===== src/inc/ggopi_defines.vh =====
// How it works
// gang control takes first write only
// bit0 enables gang, bits 7:1 select pins
// ganged pins output, copy master data/drive/slew
// slots 7:4 port B 5:2, 3:1 port C 3:1
// gang enable forces master pin to output
// analog beats gang, gang beats peripheral
// irq pins A3:0, B3:0, also wake-up
// per-pin interrupt enable bit
// per-port mode: edge or edge-and-level
// per-pin polarity: fall/low or rise/high
// pull type from edge select bit
// falling edge: sample 1 then 0
// rising edge: sample 0 then 1
// edge only after deasserted level seen
// edge sets flag; enable raises request
// edge mode: acknowledge clears flag
// edge mode: no latch while another asserted
// asserted pin state readable by software
// level mode: ack clears only when idle
// software follows the init order
// acknowledge clears spurious enable flag
// software checks power-down flag after stop2
// stop3 keeps all state unchanged
// writing ack clears power-down flag
// request high while flag and enable set
`ifndef GGOPI_DEFINES_VH
`define GGOPI_DEFINES_VH

// ----------------------------------------
// register byte offsets
// ----------------------------------------
`define GGOPI_OFS_GANG 8'h00
`define GGOPI_OFS_SC_A 8'h04
`define GGOPI_OFS_PS_A 8'h08
`define GGOPI_OFS_ES_A 8'h0C
`define GGOPI_OFS_PE_A 8'h10
`define GGOPI_OFS_SC_B 8'h14
`define GGOPI_OFS_PS_B 8'h18
`define GGOPI_OFS_ES_B 8'h1C
`define GGOPI_OFS_PE_B 8'h20
`define GGOPI_OFS_PMSC 8'h24
`define GGOPI_OFS_PINS 8'h28

// ----------------------------------------
// field positions
// ----------------------------------------
`define GGOPI_SC_MODE 0
`define GGOPI_SC_IE 1
`define GGOPI_SC_ACK 2
`define GGOPI_SC_FLAG 3
`define GGOPI_PM_ACK 2
`define GGOPI_PM_FLAG 3
`define GGOPI_GANG_EN 0

// ----------------------------------------
// reset values
// ----------------------------------------
`define GGOPI_RST_GANG 8'h00
`define GGOPI_RST_NIB 4'h0

`endif


===== src/design/ggopi_port_ctrl.v =====
// The register offsets and the APB register port were chosen for this implementation.
`timescale 1ns/100ps
`include "ggopi_defines.vh"

module ggopi_port_ctrl (
   input wire clock, // bus clock, 20 MHz
   input wire rstn, // async reset, active low
   // apb slave
   input wire psel,
   input wire penable,
   input wire pwrite,
   input wire [7:0] paddr,
   input wire [31:0] pwdata,
   output wire pready,
   output wire pslverr,
   output reg [31:0] prdata,
   // gang slots: 0 master, 3:1 port c 3:1, 7:4 port b 5:2
   input wire [7:0] gpio_dir, // direction bits of slot pins
   input wire [7:0] gpio_data, // data bits of slot pins
   input wire [7:0] gpio_drive, // drive bits of slot pins
   input wire [7:0] gpio_slew, // slew bits of slot pins
   input wire [7:0] periph_en, // shared digital function on
   input wire [7:0] periph_oe, // its output enable
   input wire [7:0] periph_out, // its output value
   input wire [7:0] analog_en, // analog function on
   output reg [7:0] slot_oe, // output buffer enable
   output reg [7:0] slot_out, // output value
   output reg [7:0] slot_drive, // high drive select
   output reg [7:0] slot_slew, // slew limit select
   output reg [7:0] slot_gang, // slot under gang control
   // interrupt pins: 3:0 port a 3:0, 7:4 port b 3:0
   input wire [7:0] irq_pin_in, // raw pin levels
   output reg [7:0] irq_pull_up, // pull-up on
   output reg [7:0] irq_pull_down, // pull-down on
   output reg [1:0] irq_req, // request per port, b a
   output reg wake_req, // wake from stop3 or wait
   // power management
   input wire stop2_recovered // pulse on stop2 wake
);

   // ----------------------------------------
   // apb decode
   // ----------------------------------------
   wire setup_ph = psel & ~penable; // first cycle
   wire access_ph = psel & penable; // second cycle
   wire wr_en = access_ph & pwrite; // write takes effect

   // mapped offset check
   function hit_map;
      input [7:0] a;
      begin
         hit_map = (a[1:0] == 2'b00) && (a <= `GGOPI_OFS_PINS);
      end
   endfunction

   // write strobe for one offset
   function wr_at;
      input en;
      input [7:0] a;
      input [7:0] ofs;
      begin
         wr_at = en && (a == ofs);
      end
   endfunction

   assign pready = 1'b1; // no wait states
   assign pslverr = access_ph & ~hit_map(paddr); // unmapped

   // ----------------------------------------
   // register state
   // ----------------------------------------
   reg [7:0] gang_ff; // gang control register
   reg gang_done_ff; // first write seen
   reg [1:0] mode_ff; // detect mode per port
   reg [1:0] ie_ff; // irq enable per port
   reg [1:0] flag_ff; // irq flag per port
   reg [7:0] ps_ff; // pin select, b:a
   reg [7:0] es_ff; // edge select, b:a
   reg [7:0] pe_ff; // pull enable, b:a
   reg ppd_ff; // partial power-down flag
   reg [1:0] ack_w; // acknowledge write per port
   reg [1:0] nxt_flag; // next flags

   wire gang_wr = wr_at(wr_en, paddr, `GGOPI_OFS_GANG);
   wire sca_wr = wr_at(wr_en, paddr, `GGOPI_OFS_SC_A);
   wire scb_wr = wr_at(wr_en, paddr, `GGOPI_OFS_SC_B);
   wire pm_wr = wr_at(wr_en, paddr, `GGOPI_OFS_PMSC);

   // acknowledge bits, write-one strobes
   always @* begin
      ack_w[0] = sca_wr & pwdata[`GGOPI_SC_ACK];
      ack_w[1] = scb_wr & pwdata[`GGOPI_SC_ACK];
   end

   // ----------------------------------------
   // gang control, write once
   // ----------------------------------------
   always @(posedge clock or negedge rstn) begin
      if (!rstn) begin
         gang_ff <= `GGOPI_RST_GANG;
         gang_done_ff <= 1'b0;
      end else if (gang_wr && !gang_done_ff) begin
         gang_ff <= pwdata[7:0];
         gang_done_ff <= 1'b1; // later writes dropped
      end
   end

   // ----------------------------------------
   // pin interrupt config registers
   // ----------------------------------------
   always @(posedge clock or negedge rstn) begin
      if (!rstn) begin
         mode_ff <= 2'b00;
         ie_ff <= 2'b00;
         ps_ff <= 8'h00;
         es_ff <= 8'h00;
         pe_ff <= 8'h00;
      end else begin
         // status and control, port a
         if (sca_wr) begin
            mode_ff[0] <= pwdata[`GGOPI_SC_MODE];
            ie_ff[0] <= pwdata[`GGOPI_SC_IE];
         end
         // status and control, port b
         if (scb_wr) begin
            mode_ff[1] <= pwdata[`GGOPI_SC_MODE];
            ie_ff[1] <= pwdata[`GGOPI_SC_IE];
         end
         // per-pin selects
         if (wr_at(wr_en, paddr, `GGOPI_OFS_PS_A))
            ps_ff[3:0] <= pwdata[3:0];
         if (wr_at(wr_en, paddr, `GGOPI_OFS_PS_B))
            ps_ff[7:4] <= pwdata[3:0];
         // per-pin polarity
         if (wr_at(wr_en, paddr, `GGOPI_OFS_ES_A))
            es_ff[3:0] <= pwdata[3:0];
         if (wr_at(wr_en, paddr, `GGOPI_OFS_ES_B))
            es_ff[7:4] <= pwdata[3:0];
         // pull enables
         if (wr_at(wr_en, paddr, `GGOPI_OFS_PE_A))
            pe_ff[3:0] <= pwdata[3:0];
         if (wr_at(wr_en, paddr, `GGOPI_OFS_PE_B))
            pe_ff[7:4] <= pwdata[3:0];
      end
   end

   // ----------------------------------------
   // pin synchronisers and filter
   // ----------------------------------------
   reg [7:0] sync1_ff; // first stage, read by second only
   reg [7:0] sync2_ff; // second stage
   reg [7:0] sync3_ff; // third stage
   reg [7:0] lvl_ff; // accepted pin level

   always @(posedge clock or negedge rstn) begin
      if (!rstn) begin
         sync1_ff <= 8'h00;
         sync2_ff <= 8'h00;
         sync3_ff <= 8'h00;
         lvl_ff <= 8'h00;
      end else begin
         sync1_ff <= irq_pin_in;
         sync2_ff <= sync1_ff;
         sync3_ff <= sync2_ff;
         // change counts once stages two and three agree
         lvl_ff <= (sync2_ff & sync3_ff) | (lvl_ff & (sync2_ff | sync3_ff));
      end
   end

   // ----------------------------------------
   // assertion and edge detection per pin
   // ----------------------------------------
   wire [7:0] asserted; // enabled and at asserted level
   reg [7:0] prev_ff; // last sample, disabled pins read 1
   wire [7:0] edge_hit; // valid edge this cycle
   wire [7:0] edge_ok; // edge allowed to latch

   genvar g;
   generate
      for (g = 0; g < 8; g = g + 1) begin : pin
         // polarity: es 0 falling/low, 1 rising/high
         assign asserted[g] = ps_ff[g] & (es_ff[g] ? lvl_ff[g] : ~lvl_ff[g]);
         // sample each cycle; deasserted must be seen first
         assign edge_hit[g] = asserted[g] & ~prev_ff[g];
         // another enabled pin of the port already asserted
         assign edge_ok[g] = edge_hit[g] &
            ~(|(prev_ff[(g/4)*4 +: 4] & ps_ff[(g/4)*4 +: 4] & ~(4'h1 << (g%4))));
      end
   endgenerate

   always @(posedge clock or negedge rstn) begin
      if (!rstn)
         prev_ff <= 8'hFF;
      else
         prev_ff <= asserted | ~ps_ff;
   end

   // ----------------------------------------
   // port flags
   // ----------------------------------------
   always @* begin
      nxt_flag = flag_ff;
      // port a: set wins over acknowledge
      if (mode_ff[0])
         nxt_flag[0] = (|asserted[3:0]) | (flag_ff[0] & ~ack_w[0]);
      else
         nxt_flag[0] = (|edge_ok[3:0]) | (flag_ff[0] & ~ack_w[0]);
      // port b
      if (mode_ff[1])
         nxt_flag[1] = (|asserted[7:4]) | (flag_ff[1] & ~ack_w[1]);
      else
         nxt_flag[1] = (|edge_ok[7:4]) | (flag_ff[1] & ~ack_w[1]);
   end

   // flag, request and wake registers
   always @(posedge clock or negedge rstn) begin
      if (!rstn) begin
         flag_ff <= 2'b00;
         irq_req <= 2'b00;
         wake_req <= 1'b0;
      end else begin
         flag_ff <= nxt_flag;
         irq_req <= nxt_flag & ie_ff;
         wake_req <= |(nxt_flag & ie_ff);
      end
   end

   // ----------------------------------------
   // pull resistor selection
   // ----------------------------------------
   always @(posedge clock or negedge rstn) begin
      if (!rstn) begin
         irq_pull_up <= 8'h00;
         irq_pull_down <= 8'h00;
      end else begin
         irq_pull_up <= pe_ff & ~es_ff;
         irq_pull_down <= pe_ff & es_ff;
      end
   end

   // ----------------------------------------
   // partial power-down flag
   // ----------------------------------------
   always @(posedge clock or negedge rstn) begin
      if (!rstn)
         ppd_ff <= 1'b0;
      else if (stop2_recovered)
         ppd_ff <= 1'b1; // set wins over acknowledge
      else if (pm_wr && pwdata[`GGOPI_PM_ACK])
         ppd_ff <= 1'b0;
   end

   // ----------------------------------------
   // gang output steering
   // ----------------------------------------
   wire gang_on = gang_ff[`GGOPI_GANG_EN];
   // master follows enable, others need their select too
   wire [7:0] gang_sel = {gang_ff[7:1], 1'b1} & {8{gang_on}};

   generate
      for (g = 0; g < 8; g = g + 1) begin : slot
         // analog first, then gang, then peripheral, then gpio
         always @(posedge clock or negedge rstn) begin
            if (!rstn) begin
               slot_oe[g] <= 1'b0;
               slot_out[g] <= 1'b0;
               slot_drive[g] <= 1'b0;
               slot_slew[g] <= 1'b0;
               slot_gang[g] <= 1'b0;
            end else if (analog_en[g]) begin
               slot_oe[g] <= 1'b0;
               slot_out[g] <= 1'b0;
               slot_drive[g] <= gpio_drive[g];
               slot_slew[g] <= gpio_slew[g];
               slot_gang[g] <= 1'b0;
            end else if (gang_sel[g]) begin
               slot_oe[g] <= 1'b1;
               slot_out[g] <= gpio_data[0];
               slot_drive[g] <= gpio_drive[0];
               slot_slew[g] <= gpio_slew[0];
               slot_gang[g] <= 1'b1;
            end else if (periph_en[g]) begin
               slot_oe[g] <= periph_oe[g];
               slot_out[g] <= periph_out[g];
               slot_drive[g] <= gpio_drive[g];
               slot_slew[g] <= gpio_slew[g];
               slot_gang[g] <= 1'b0;
            end else begin
               slot_oe[g] <= gpio_dir[g];
               slot_out[g] <= gpio_data[g];
               slot_drive[g] <= gpio_drive[g];
               slot_slew[g] <= gpio_slew[g];
               slot_gang[g] <= 1'b0;
            end
         end
      end
   endgenerate

   // ----------------------------------------
   // read data, captured in setup phase
   // ----------------------------------------
   reg [31:0] rd_mux; // read value for paddr

   always @* begin
      case (paddr)
         `GGOPI_OFS_GANG: rd_mux = {24'h000000, gang_ff};
         `GGOPI_OFS_SC_A: rd_mux = {28'h0000000, flag_ff[0], 1'b0, ie_ff[0], mode_ff[0]};
         `GGOPI_OFS_SC_B: rd_mux = {28'h0000000, flag_ff[1], 1'b0, ie_ff[1], mode_ff[1]};
         `GGOPI_OFS_PS_A: rd_mux = {28'h0000000, ps_ff[3:0]};
         `GGOPI_OFS_PS_B: rd_mux = {28'h0000000, ps_ff[7:4]};
         `GGOPI_OFS_ES_A: rd_mux = {28'h0000000, es_ff[3:0]};
         `GGOPI_OFS_ES_B: rd_mux = {28'h0000000, es_ff[7:4]};
         `GGOPI_OFS_PE_A: rd_mux = {28'h0000000, pe_ff[3:0]};
         `GGOPI_OFS_PE_B: rd_mux = {28'h0000000, pe_ff[7:4]};
         `GGOPI_OFS_PMSC: rd_mux = {28'h0000000, ppd_ff, 3'h0};
         `GGOPI_OFS_PINS: rd_mux = {16'h0000, asserted, lvl_ff};
         default: rd_mux = 32'h00000000;
      endcase
   end

   // flags are cleared only by reset or acknowledge writes, so stop3 keeps them
   always @(posedge clock or negedge rstn) begin
      if (!rstn)
         prdata <= 32'h00000000;
      else if (setup_ph)
         prdata <= rd_mux;
   end

endmodule


===== config.mk =====
export PLATFORM = sky130hd
export DESIGN_NAME = ggopi_port_ctrl
export DESIGN_NICKNAME = d
export VERILOG_FILES = /design/src/design/ggopi_port_ctrl.v
export VERILOG_INCLUDE_DIRS = /design/src /design/src/inc
export SDC_FILE = /design/constraint.sdc
export NUM_CORES = 1
export LEC_CHECK = 0
export BUFFER_PORTS_ARGS = -buffer_cell sky130_fd_sc_hd__buf_4
export CORE_MARGIN = 2
export CORE_UTILIZATION = 50
export DETAILED_ROUTE_END_ITERATION = 10
export PLACE_DENSITY = 0.77
export SLEW_MARGIN = 20
export SYNTH_ARGS = -nofsm -noshare
export SYNTH_HDL_FRONTEND = slang
export SYNTH_SLANG_ARGS = --single-unit

===== constraint.sdc =====
create_clock -name clock -period 2.1 [get_ports clock]
set_input_delay 0.42 -clock clock [delete_from_list [all_inputs] [get_ports clock]]
set_output_delay 0.42 -clock clock [all_outputs]
set_load 0.01 [all_outputs]

* Word-level counts from Yosys, hierarchy flattened
Cells that the tools add are included.
** Word-level totals
- Output and inout port bits :: 93
- Register bits :: 171
** Operators by class
- Reduce and logical (&&, ||, !) cells :: 30
- Muxes and demuxes :: 105
- Equality and inequality tests :: 10
- Order comparisons :: 1
- Bitwise operators :: 77
** Operator list (count)
- case mux 16 bit (11 select lines) :: 1
- two-way mux 1 bit :: 104
- AND 8 bit :: 5
- AND 1 bit :: 32
- == test 8 x 5 -> 1 bit (second input constant) :: 4
- inverter 1 bit :: 28
- == test 8 x 6 -> 1 bit (second input constant) :: 3
- OR 8 bit :: 3
- OR reduction 3 bit :: 8
- == test 8 x 4 -> 1 bit (second input constant) :: 2
- inverter 8 bit :: 2
- OR reduction 4 bit :: 4
- logical AND 1 bit :: 13
- AND 4 bit :: 2
- == test 8 x 3 -> 1 bit (second input constant) :: 1
- less-or-equal comparator 8 x 6 -> 1 bit (second input constant) :: 1
- logical NOT 8 bit :: 1
- OR 1 bit :: 4
- AND 2 bit :: 1
- logical NOT 2 bit :: 1
- nonzero test 2 bit :: 1
- OR reduction 2 bit :: 1
- logical NOT 1 bit :: 1

* Logic depth before layout (Yosys ltp)
Gate-level depths: netlist of run 1.
- Word-level depth :: 10
- Gate-level depth with buffers :: 7
- Mapped depth without buffers :: 5

* Least setup slack after synthesis of run 1
No wires, ideal clock.
- Path kind :: input-to-reg
- Start point :: input port paddr[5]
- End point :: register gang_ff[0]
- Path buffers :: 1
- Cell stages on the path :: 5
- Arrival time :: 2.091 ns
- Slack :: -0.116 ns
- Setup time :: 0.125 ns
- Cell sequence :: buf_2 -> or4_4 -> nor4_4 -> nor3b_4 -> mux2_2
** On the way
- Longest elaborated chain between the ends :: 3
** RTL lines
- start: declaration :: line ggopi_port_ctrl.v:12 : input wire [7:0] paddr,
- logical NOT 8 bit :: line ggopi_port_ctrl.v:62 : wr_at = en && (a == ofs);
- logical AND 1 bit :: line ggopi_port_ctrl.v:62
- logical AND 1 bit :: line ggopi_port_ctrl.v:102 : end else if (gang_wr && !gang_done_ff) begin
- end signal: assignment :: line ggopi_port_ctrl.v:100 : gang_ff <= `GGOPI_RST_GANG;
- end signal: assignment :: line ggopi_port_ctrl.v:103 : gang_ff <= pwdata[7:0];
- end: declaration :: line ggopi_port_ctrl.v:72 : reg [7:0] gang_ff;
No other way between the ends.
A chain may end at the register's enable or synchronous reset.

* Worst setup path after layout of run 1
- Start point :: input port paddr[1]
- End point :: output port pslverr
** On the way
- Longest elaborated chain between the ends :: 4
- Elaborated cells between the ends (all ways) :: 5
** RTL lines
- less-or-equal comparator 8 x 6 -> 1 bit (no line) or logical NOT 2 bit (tied branches)
- logical AND 1 bit (*) :: line ggopi_port_ctrl.v:52 : hit_map = (a[1:0] == 2'b00) && (a <= `GGOPI_OFS_PINS);
- inverter 1 bit (*) :: line ggopi_port_ctrl.v:67 : assign pslverr = access_ph & ~hit_map(paddr);
- AND 1 bit (*) :: line ggopi_port_ctrl.v:67
- end: declaration :: line ggopi_port_ctrl.v:15 : output wire pslverr,
Every way passes the cells marked *; elsewhere a longest branch is shown, timed or not.

==> flow_metrics.env, run 1 <==
export IMPL_setup_viol=0
export IMPL_drv_cap=0
export IMPL_syn_area_per_cell_um2=12.89
export IMPL_dr_pass1_iters=4
export IMPL_cts_buffers_inserted=17
export IMPL_multi_input_area_um2=2198
export IMPL_slew_violations=0
export IMPL_dp_cells=830
export IMPL_finClkSkew_ns=0.006784
export IMPL_ios=211
export IMPL_antenna_found_initial=0
export IMPL_p_sw_mw=1.454
export IMPL_final_nets=800
export IMPL_final_cell_area_um2=8434
export IMPL_rsz0062_at_grt="false"
export IMPL_first_global_vias=4500
export IMPL_yosys_warnings=0
export IMPL_drt_wl_total_um=15680
export IMPL_register_area_um2=3889
export IMPL_synth_edf_count=0
export IMPL_fin_cells=862
export IMPL_die_h_um=115.8
export IMPL_insertedDiodeCount=0
export IMPL_regMostFlops="prdata"
export IMPL_syn_area_um2=6253
export IMPL_grt_max_degree=58
export IMPL_place_congestion=0.9349
export IMPL_cts_htree_levels=4
export IMPL_cts_buffer_depth=2
export IMPL_min_to="sync1_ff[6]"
export IMPL_power_internal_mw=5.311
export IMPL_end_kind="primary output"
export IMPL_synthArstFlopShare_pct=100.0
export IMPL_nFillCells=895
export IMPL_syn_inst=485
export IMPL_area_delta_synth_final_pct=34.87
export IMPL_ctsResizeCount=0
export IMPL_power_share_clock_pct=45.4
export IMPL_die_w_um=115.8
export IMPL_drt_iter0_drc=374
export IMPL_crit_start="paddr[1]"
export IMPL_cts_tree="done"
export IMPL_wl_per_cell_um=18.19
export IMPL_reg2reg_depth=4
export IMPL_clkLatencyLatePin_ns=0.42
export IMPL_hold_depth=1
export IMPL_p_leak_nw=4.110
export IMPL_overflow=0
export IMPL_grt_usage_pct=24.37
export IMPL_route_detailed_drc=0
export IMPL_switching_share_pct=21.50
export IMPL_required_ns=1.68
export IMPL_ir_drop_mv=0.5912
export IMPL_hp_class="primary input to flop"
export IMPL_viasPerCell=5.237
export IMPL_ys_seq_area_share_pct=62.18
export IMPL_r2r_end="prdata[1]"
export IMPL_portBuffers=169
export IMPL_post_route_period_util_pct=90.20
export IMPL_max_freq_ghz=0.5279
export IMPL_synth_ff_type="dfrtp_1"
export IMPL_vias=4514
export IMPL_status="complete, no violations"
export IMPL_grt_first_pass_wirelength_um=24010
export IMPL_cp_max_fo=6
export IMPL_critPathKind="primary input to primary output"
export IMPL_core_um2=12110
export IMPL_place_area_um2=7829
export IMPL_combinationalPowerShare_pct=8.0
export IMPL_timing_rr_start="ps_ff[1]"
export IMPL_period_needed_ns=1.894
export IMPL_num_rows=40
export IMPL_finalHoldViolCount=0
export IMPL_postRouteAntennaNets=0
export IMPL_clock_sinks=155
export IMPL_cts_root_buf="clkbuf_16"
export IMPL_pwr_density_cell_nw_per_um2=802.1
export IMPL_ys_seq_elements=155
export IMPL_largest_reg_flops=16
export IMPL_final_layout_size_suffix_gt1_share_pct=42.07
export IMPL_pwr_share_seq_pct=46.6
export IMPL_min_from="irq_pin_in[6]"
export IMPL_ys_types=50
export IMPL_path_clk_slew_ns=0.06
export IMPL_dp_hpwl_um=11710
export IMPL_initial_core_util_pct=51.63
export IMPL_rrSetupSlack_ns=0.42
export IMPL_crit_arrival_ns=1.47
export IMPL_die_area_um2=13420
export IMPL_startpoint_type="primary input"
-- per-layer routing --
layer	vias up	global-route usage [%]	part of all wire [%]
met4	0	10.24	2.1
met3	26	5.544	6.2
li1	2074	-	-
met1	2264	32.94	42
met5	-	0	0
met2	150	38.44	50
-- what timing repair did --
| item | 4_1_cts | 5_1_grt |
|---|---|---|
| hold buffers | 1 | 0 |
| hold endpoints to repair | 50 | 0 |
| buffers inserted | 0 | 0 |
-- layout by cell type, fill, tap and decap left out, types with 2 or more instances in the layout --
master / netlist / final
buf_4: 17 / 189
dfrtp_1: 147 / 147
mux2_2: 51 / 50
nand2_1: 44 / 44
nor2_1: 29 / 29
mux2i_1: 19 / 19
conb_1: 2 / 17
clkbuf_16: 0 / 17
a21oi_1: 14 / 14
inv_1: 11 / 11
o21ai_0: 11 / 11
nor2b_1: 10 / 10
and2_1: 9 / 9
a22oi_1: 8 / 8
maj3_1: 8 / 8
a211oi_1: 8 / 8
o31ai_1: 8 / 8
dfstp_2: 8 / 8
nand2b_1: 6 / 6
nand4_1: 5 / 5
a221oi_1: 5 / 5
or2_2: 5 / 5
xnor2_1: 4 / 4
nand3_1: 4 / 4
xor2_1: 4 / 4
mux4_2: 4 / 4
clkbuf_1: 8 / 4
a22o_1: 3 / 3
clkbuf_8: 0 / 3
clkinv_2: 0 / 3
bufinv_16: 0 / 3
buf_12: 0 / 3
a41oi_1: 2 / 2
o22ai_1: 2 / 2
nor3_1: 2 / 2
nor4_1: 2 / 2
nand4b_1: 2 / 2
a21o_1: 2 / 2
-- power groups by stage --
stage / combinational [mW] / sequential (mW) / clock [mW]
after global placement: 0.527 / 3.20 / 0
after detailed placement: 0.540 / 3.20 / 0
final: 0.539 / 3.15 / 3.07
after CTS: 0.545 / 3.15 / 3.12
after global routing: 0.589 / 3.16 / 3.26
after floorplan: 0.203 / 3.20 / 0
-- cell usage after synthesis (all sizes together), types with 2 or more instances --
| library cell | count | area [um^2] |
|---|---|---|
| a211oi | 8 | 60.06 |
| a21o | 2 | 15.01 |
| a21oi | 14 | 70.07 |
| a221oi | 5 | 43.79 |
| a22o | 3 | 26.28 |
| a22oi | 8 | 60.06 |
| a41oi | 2 | 17.52 |
| and2 | 10 | 62.56 |
| buf | 23 | 155.2 |
| clkbuf | 8 | 30.03 |
| conb | 2 | 7.510 |
| dfrtp | 147 | 3679 |
| dfstp | 8 | 210.2 |
| inv | 11 | 41.29 |
| maj3 | 8 | 80.08 |
| mux2 | 51 | 574.3 |
| mux2i | 19 | 190.2 |
| mux4 | 4 | 90.09 |
| nand2 | 44 | 165.2 |
| nand2b | 6 | 37.54 |
| nand3 | 4 | 20.02 |
| nand4 | 5 | 31.28 |
| nand4b | 2 | 17.52 |
| nor2 | 29 | 108.9 |
| nor2b | 10 | 62.56 |
| nor3 | 2 | 10.01 |
| nor3b | 2 | 26.28 |
| nor4 | 3 | 33.78 |
| o21ai | 11 | 55.05 |
| o22ai | 2 | 12.51 |
| o31ai | 8 | 60.06 |
| or2 | 5 | 31.28 |
| or4b | 2 | 20.02 |
| xnor2 | 4 | 35.03 |
| xor2 | 4 | 35.03 |
-- final cells by class --
type	count	share of cell area, %
clock buffer	24	5.711
inverter	11	0.4895
sequential	155	46.11
clock inverter	7	1.350
tap	168	2.492
multi-input combinational	303	26.06
timing repair buffer	194	17.79
-- cell families after synthesis --
group           share of synthesized area (%)
compound gates                          7.403
xor+xnor                                1.120
fa+ha+maj                               1.281
buf+inv                                 3.621
flops                                   62.18
mux                                     13.67
other cells                            0.1201
simple gates                            10.60
-- critical path: stages --
cell and delay [ns]:
buf_4 0.11, or2_2 0.38, nor3_1 0.28, a21oi_1 0.12, buf_4 0.16
-- metrics by stage --
stage          hold slack [ns]  utilization [%]  power [mW]  setup WS (ns)  setup TNS [ns]
2_1_floorplan           0.1244                -       3.406       -0.09090         -0.6835
3_3_place_gp            0.3317            64.64       3.727        -0.1329          -2.208
3_5_place_dp            0.3347            64.64       3.743        -0.1618          -2.037
4_1_cts                0.07983            69.64       6.821         0.1980               0
5_1_grt                0.08385            69.64       7.015         0.1513               0
6_report                0.1029            69.64       6.765         0.2057               0
-- how the worst max path moves through the flow --
stage,endpoint
final,pslverr
after global routing,pslverr
after CTS,pslverr
after detailed placement,gang_ff[4]
after global placement,gang_ff[2]
after floorplan,gang_ff[0]
(Power assumes the default switching activity.)
==> inputs of run 2 (changes only) <==
- CTS_BUF_LIST: default -> sky130_fd_sc_hd__clkbuf_16
- MAX_ROUTING_LAYER: default -> met4
==> flow_metrics.env, run 2 (synthesis gave the netlist of run 1 again) <==
export IMPL_initial_core_util_pct=51.63
export IMPL_place_congestion=0.9407
export IMPL_drt_iter0_drc=301
export IMPL_vias=4567
export IMPL_cts_buffer_depth=2
export IMPL_cts_tree="done"
export IMPL_final_nets=800
export IMPL_finClkSkew_ns=0.009975
export IMPL_drt_wl_total_um=16220
export IMPL_wl_per_cell_um=18.79
export IMPL_portBuffers=169
export IMPL_hold_slack_ns=0.1075
export IMPL_die_area_um2=13420
export IMPL_postRouteAntennaNets=0
export IMPL_core_um2=12110
export IMPL_layout_setup_ws_ns=0.1981
export IMPL_overflow=0
export IMPL_grt_max_degree=95
export IMPL_regMostFlops="prdata"
export IMPL_setup_viol=0
export IMPL_ios=211
export IMPL_p_leak_nw=4.111
export IMPL_crit_arrival_ns=1.48
export IMPL_rsz0062_at_grt="false"
export IMPL_finalHoldViolCount=0
export IMPL_grt_first_pass_wirelength_um=24270
export IMPL_status="complete, no violations"
export IMPL_largest_reg_flops=16
export IMPL_critPathKind="primary input to primary output"
export IMPL_clkLatencyLatePin_ns=0.42
export IMPL_final_layout_size_suffix_gt1_share_pct=42.45
export IMPL_slew_violations=0
export IMPL_path_clk_slew_ns=0.06
export IMPL_cts_buffers_inserted=17
export IMPL_dp_hpwl_um=11800
export IMPL_viasPerCell=5.292
export IMPL_post_route_period_util_pct=90.57
export IMPL_fin_cells=863
export IMPL_drv_cap=0
export IMPL_ctsResizeCount=0
export IMPL_die_h_um=115.8
export IMPL_end_kind="primary output"
export IMPL_final_cell_mix="buf_4 (189), dfrtp_1 (147), mux2_2 (50), nand2_1 (44), nor2_1 (29)"
export IMPL_worst_pin_slew_ns=0.5396
export IMPL_ir_drop_mv=0.8910
export IMPL_num_rows=40
export IMPL_cts_root_buf="clkbuf_16"
export IMPL_grt_usage_pct=25.28
export IMPL_cts_htree_levels=4
export IMPL_die_w_um=115.8
export IMPL_startpoint_type="primary input"
export IMPL_max_freq_ghz=0.5258
export IMPL_final_common_cell="buf_4"
export IMPL_antenna_found_initial=0
export IMPL_dr_pass1_iters=4
export IMPL_insertedDiodeCount=0
export IMPL_clock_sinks=155
export IMPL_place_ws_ns=-0.1513
export IMPL_hp_class="primary input to flop"
export IMPL_dp_cells=830
export IMPL_post_route_util_pct=69.87
export IMPL_route_detailed_drc=0
export IMPL_area_delta_synth_final_pct=35.31
export IMPL_first_global_vias=4584
export IMPL_period_needed_ns=1.902
export IMPL_required_ns=1.68
export IMPL_cp_max_fo=6
export IMPL_pwr_density_cell_nw_per_um2=814.1
export IMPL_slew_headroom_pct=63.77
[run 2: changes by cell type in the layout (fill, tap and decap cells not counted), moves of 2 or more]
cell / previous run / this run
clkbuf_1: 4 / 0
clkinv_2: 3 / 1
clkinvlp_4: 0 / 4
inv_6: 0 / 2
clkbuf_8: 3 / 0
[run 2: worst max-delay path: stages]
cell     delay (ns)
buf_4          0.12
or2_2          0.38
nor3_1         0.28
a21oi_1        0.12
buf_4          0.16
[run 2: what timing repair did]
item,CTS,global route
hold buffers,1,0
endpoints found under the hold margin,15,0
buffers inserted,0,0
[run 2: final timing paths]
check | start | end | slack [ns] | cells past startpoint
min | irq_pin_in[1] | sync1_ff[1] | 0.11 | 1
max | paddr[1] | pslverr | 0.20 | 5
max reg2reg | ps_ff[1] | prdata[1] | 0.36 | 4
min reg2reg | sync1_ff[7] | sync2_ff[7] | 0.35 | 0
max in group asynchronous | rstn | slot_gang[2] | 0.95 | 3
min in group asynchronous | rstn | lvl_ff[3] | 0.40 | 2
[run 2: layout make-up]
class / count / area [um^2]
multi-input combinational: 303 / 2198
sequential: 155 / 3889
tap: 168 / 210.2
timing repair buffer: 194 / 1500
clock buffer: 17 / 425.4
fill: 889 / 3650
clock inverter: 15 / 197.7
inverter: 11 / 41.29
[run 2: per-stage QoR]
stage	power, mW	setup TNS, ns	cell area (um^2)
6_report	6.889	0	8462
5_1_grt	7.114	0	8462
4_1_cts	6.954	0	8462
3_5_place_dp	3.748	-2.310	7829
3_3_place_gp	3.729	-2.279	7829
2_1_floorplan	3.406	-0.6835	6324
[run 2: metal layers]
layer  global-route usage [%]  part of all wire, %
met1                    31.76                   42
met2                    38.91                   50
met3                    8.002                  5.8
met4                    9.206                  2.2
met5                        -                    0
[run 2: where the power goes]
group          internal, mW  leakage (nW)  total, mW  switching (mW)
clock network          1.99         0.295       3.19            1.20
registers              3.09          2.00       3.15          0.0658
logic                 0.270          1.82      0.546           0.275
total                  5.34          4.11       6.89            1.54
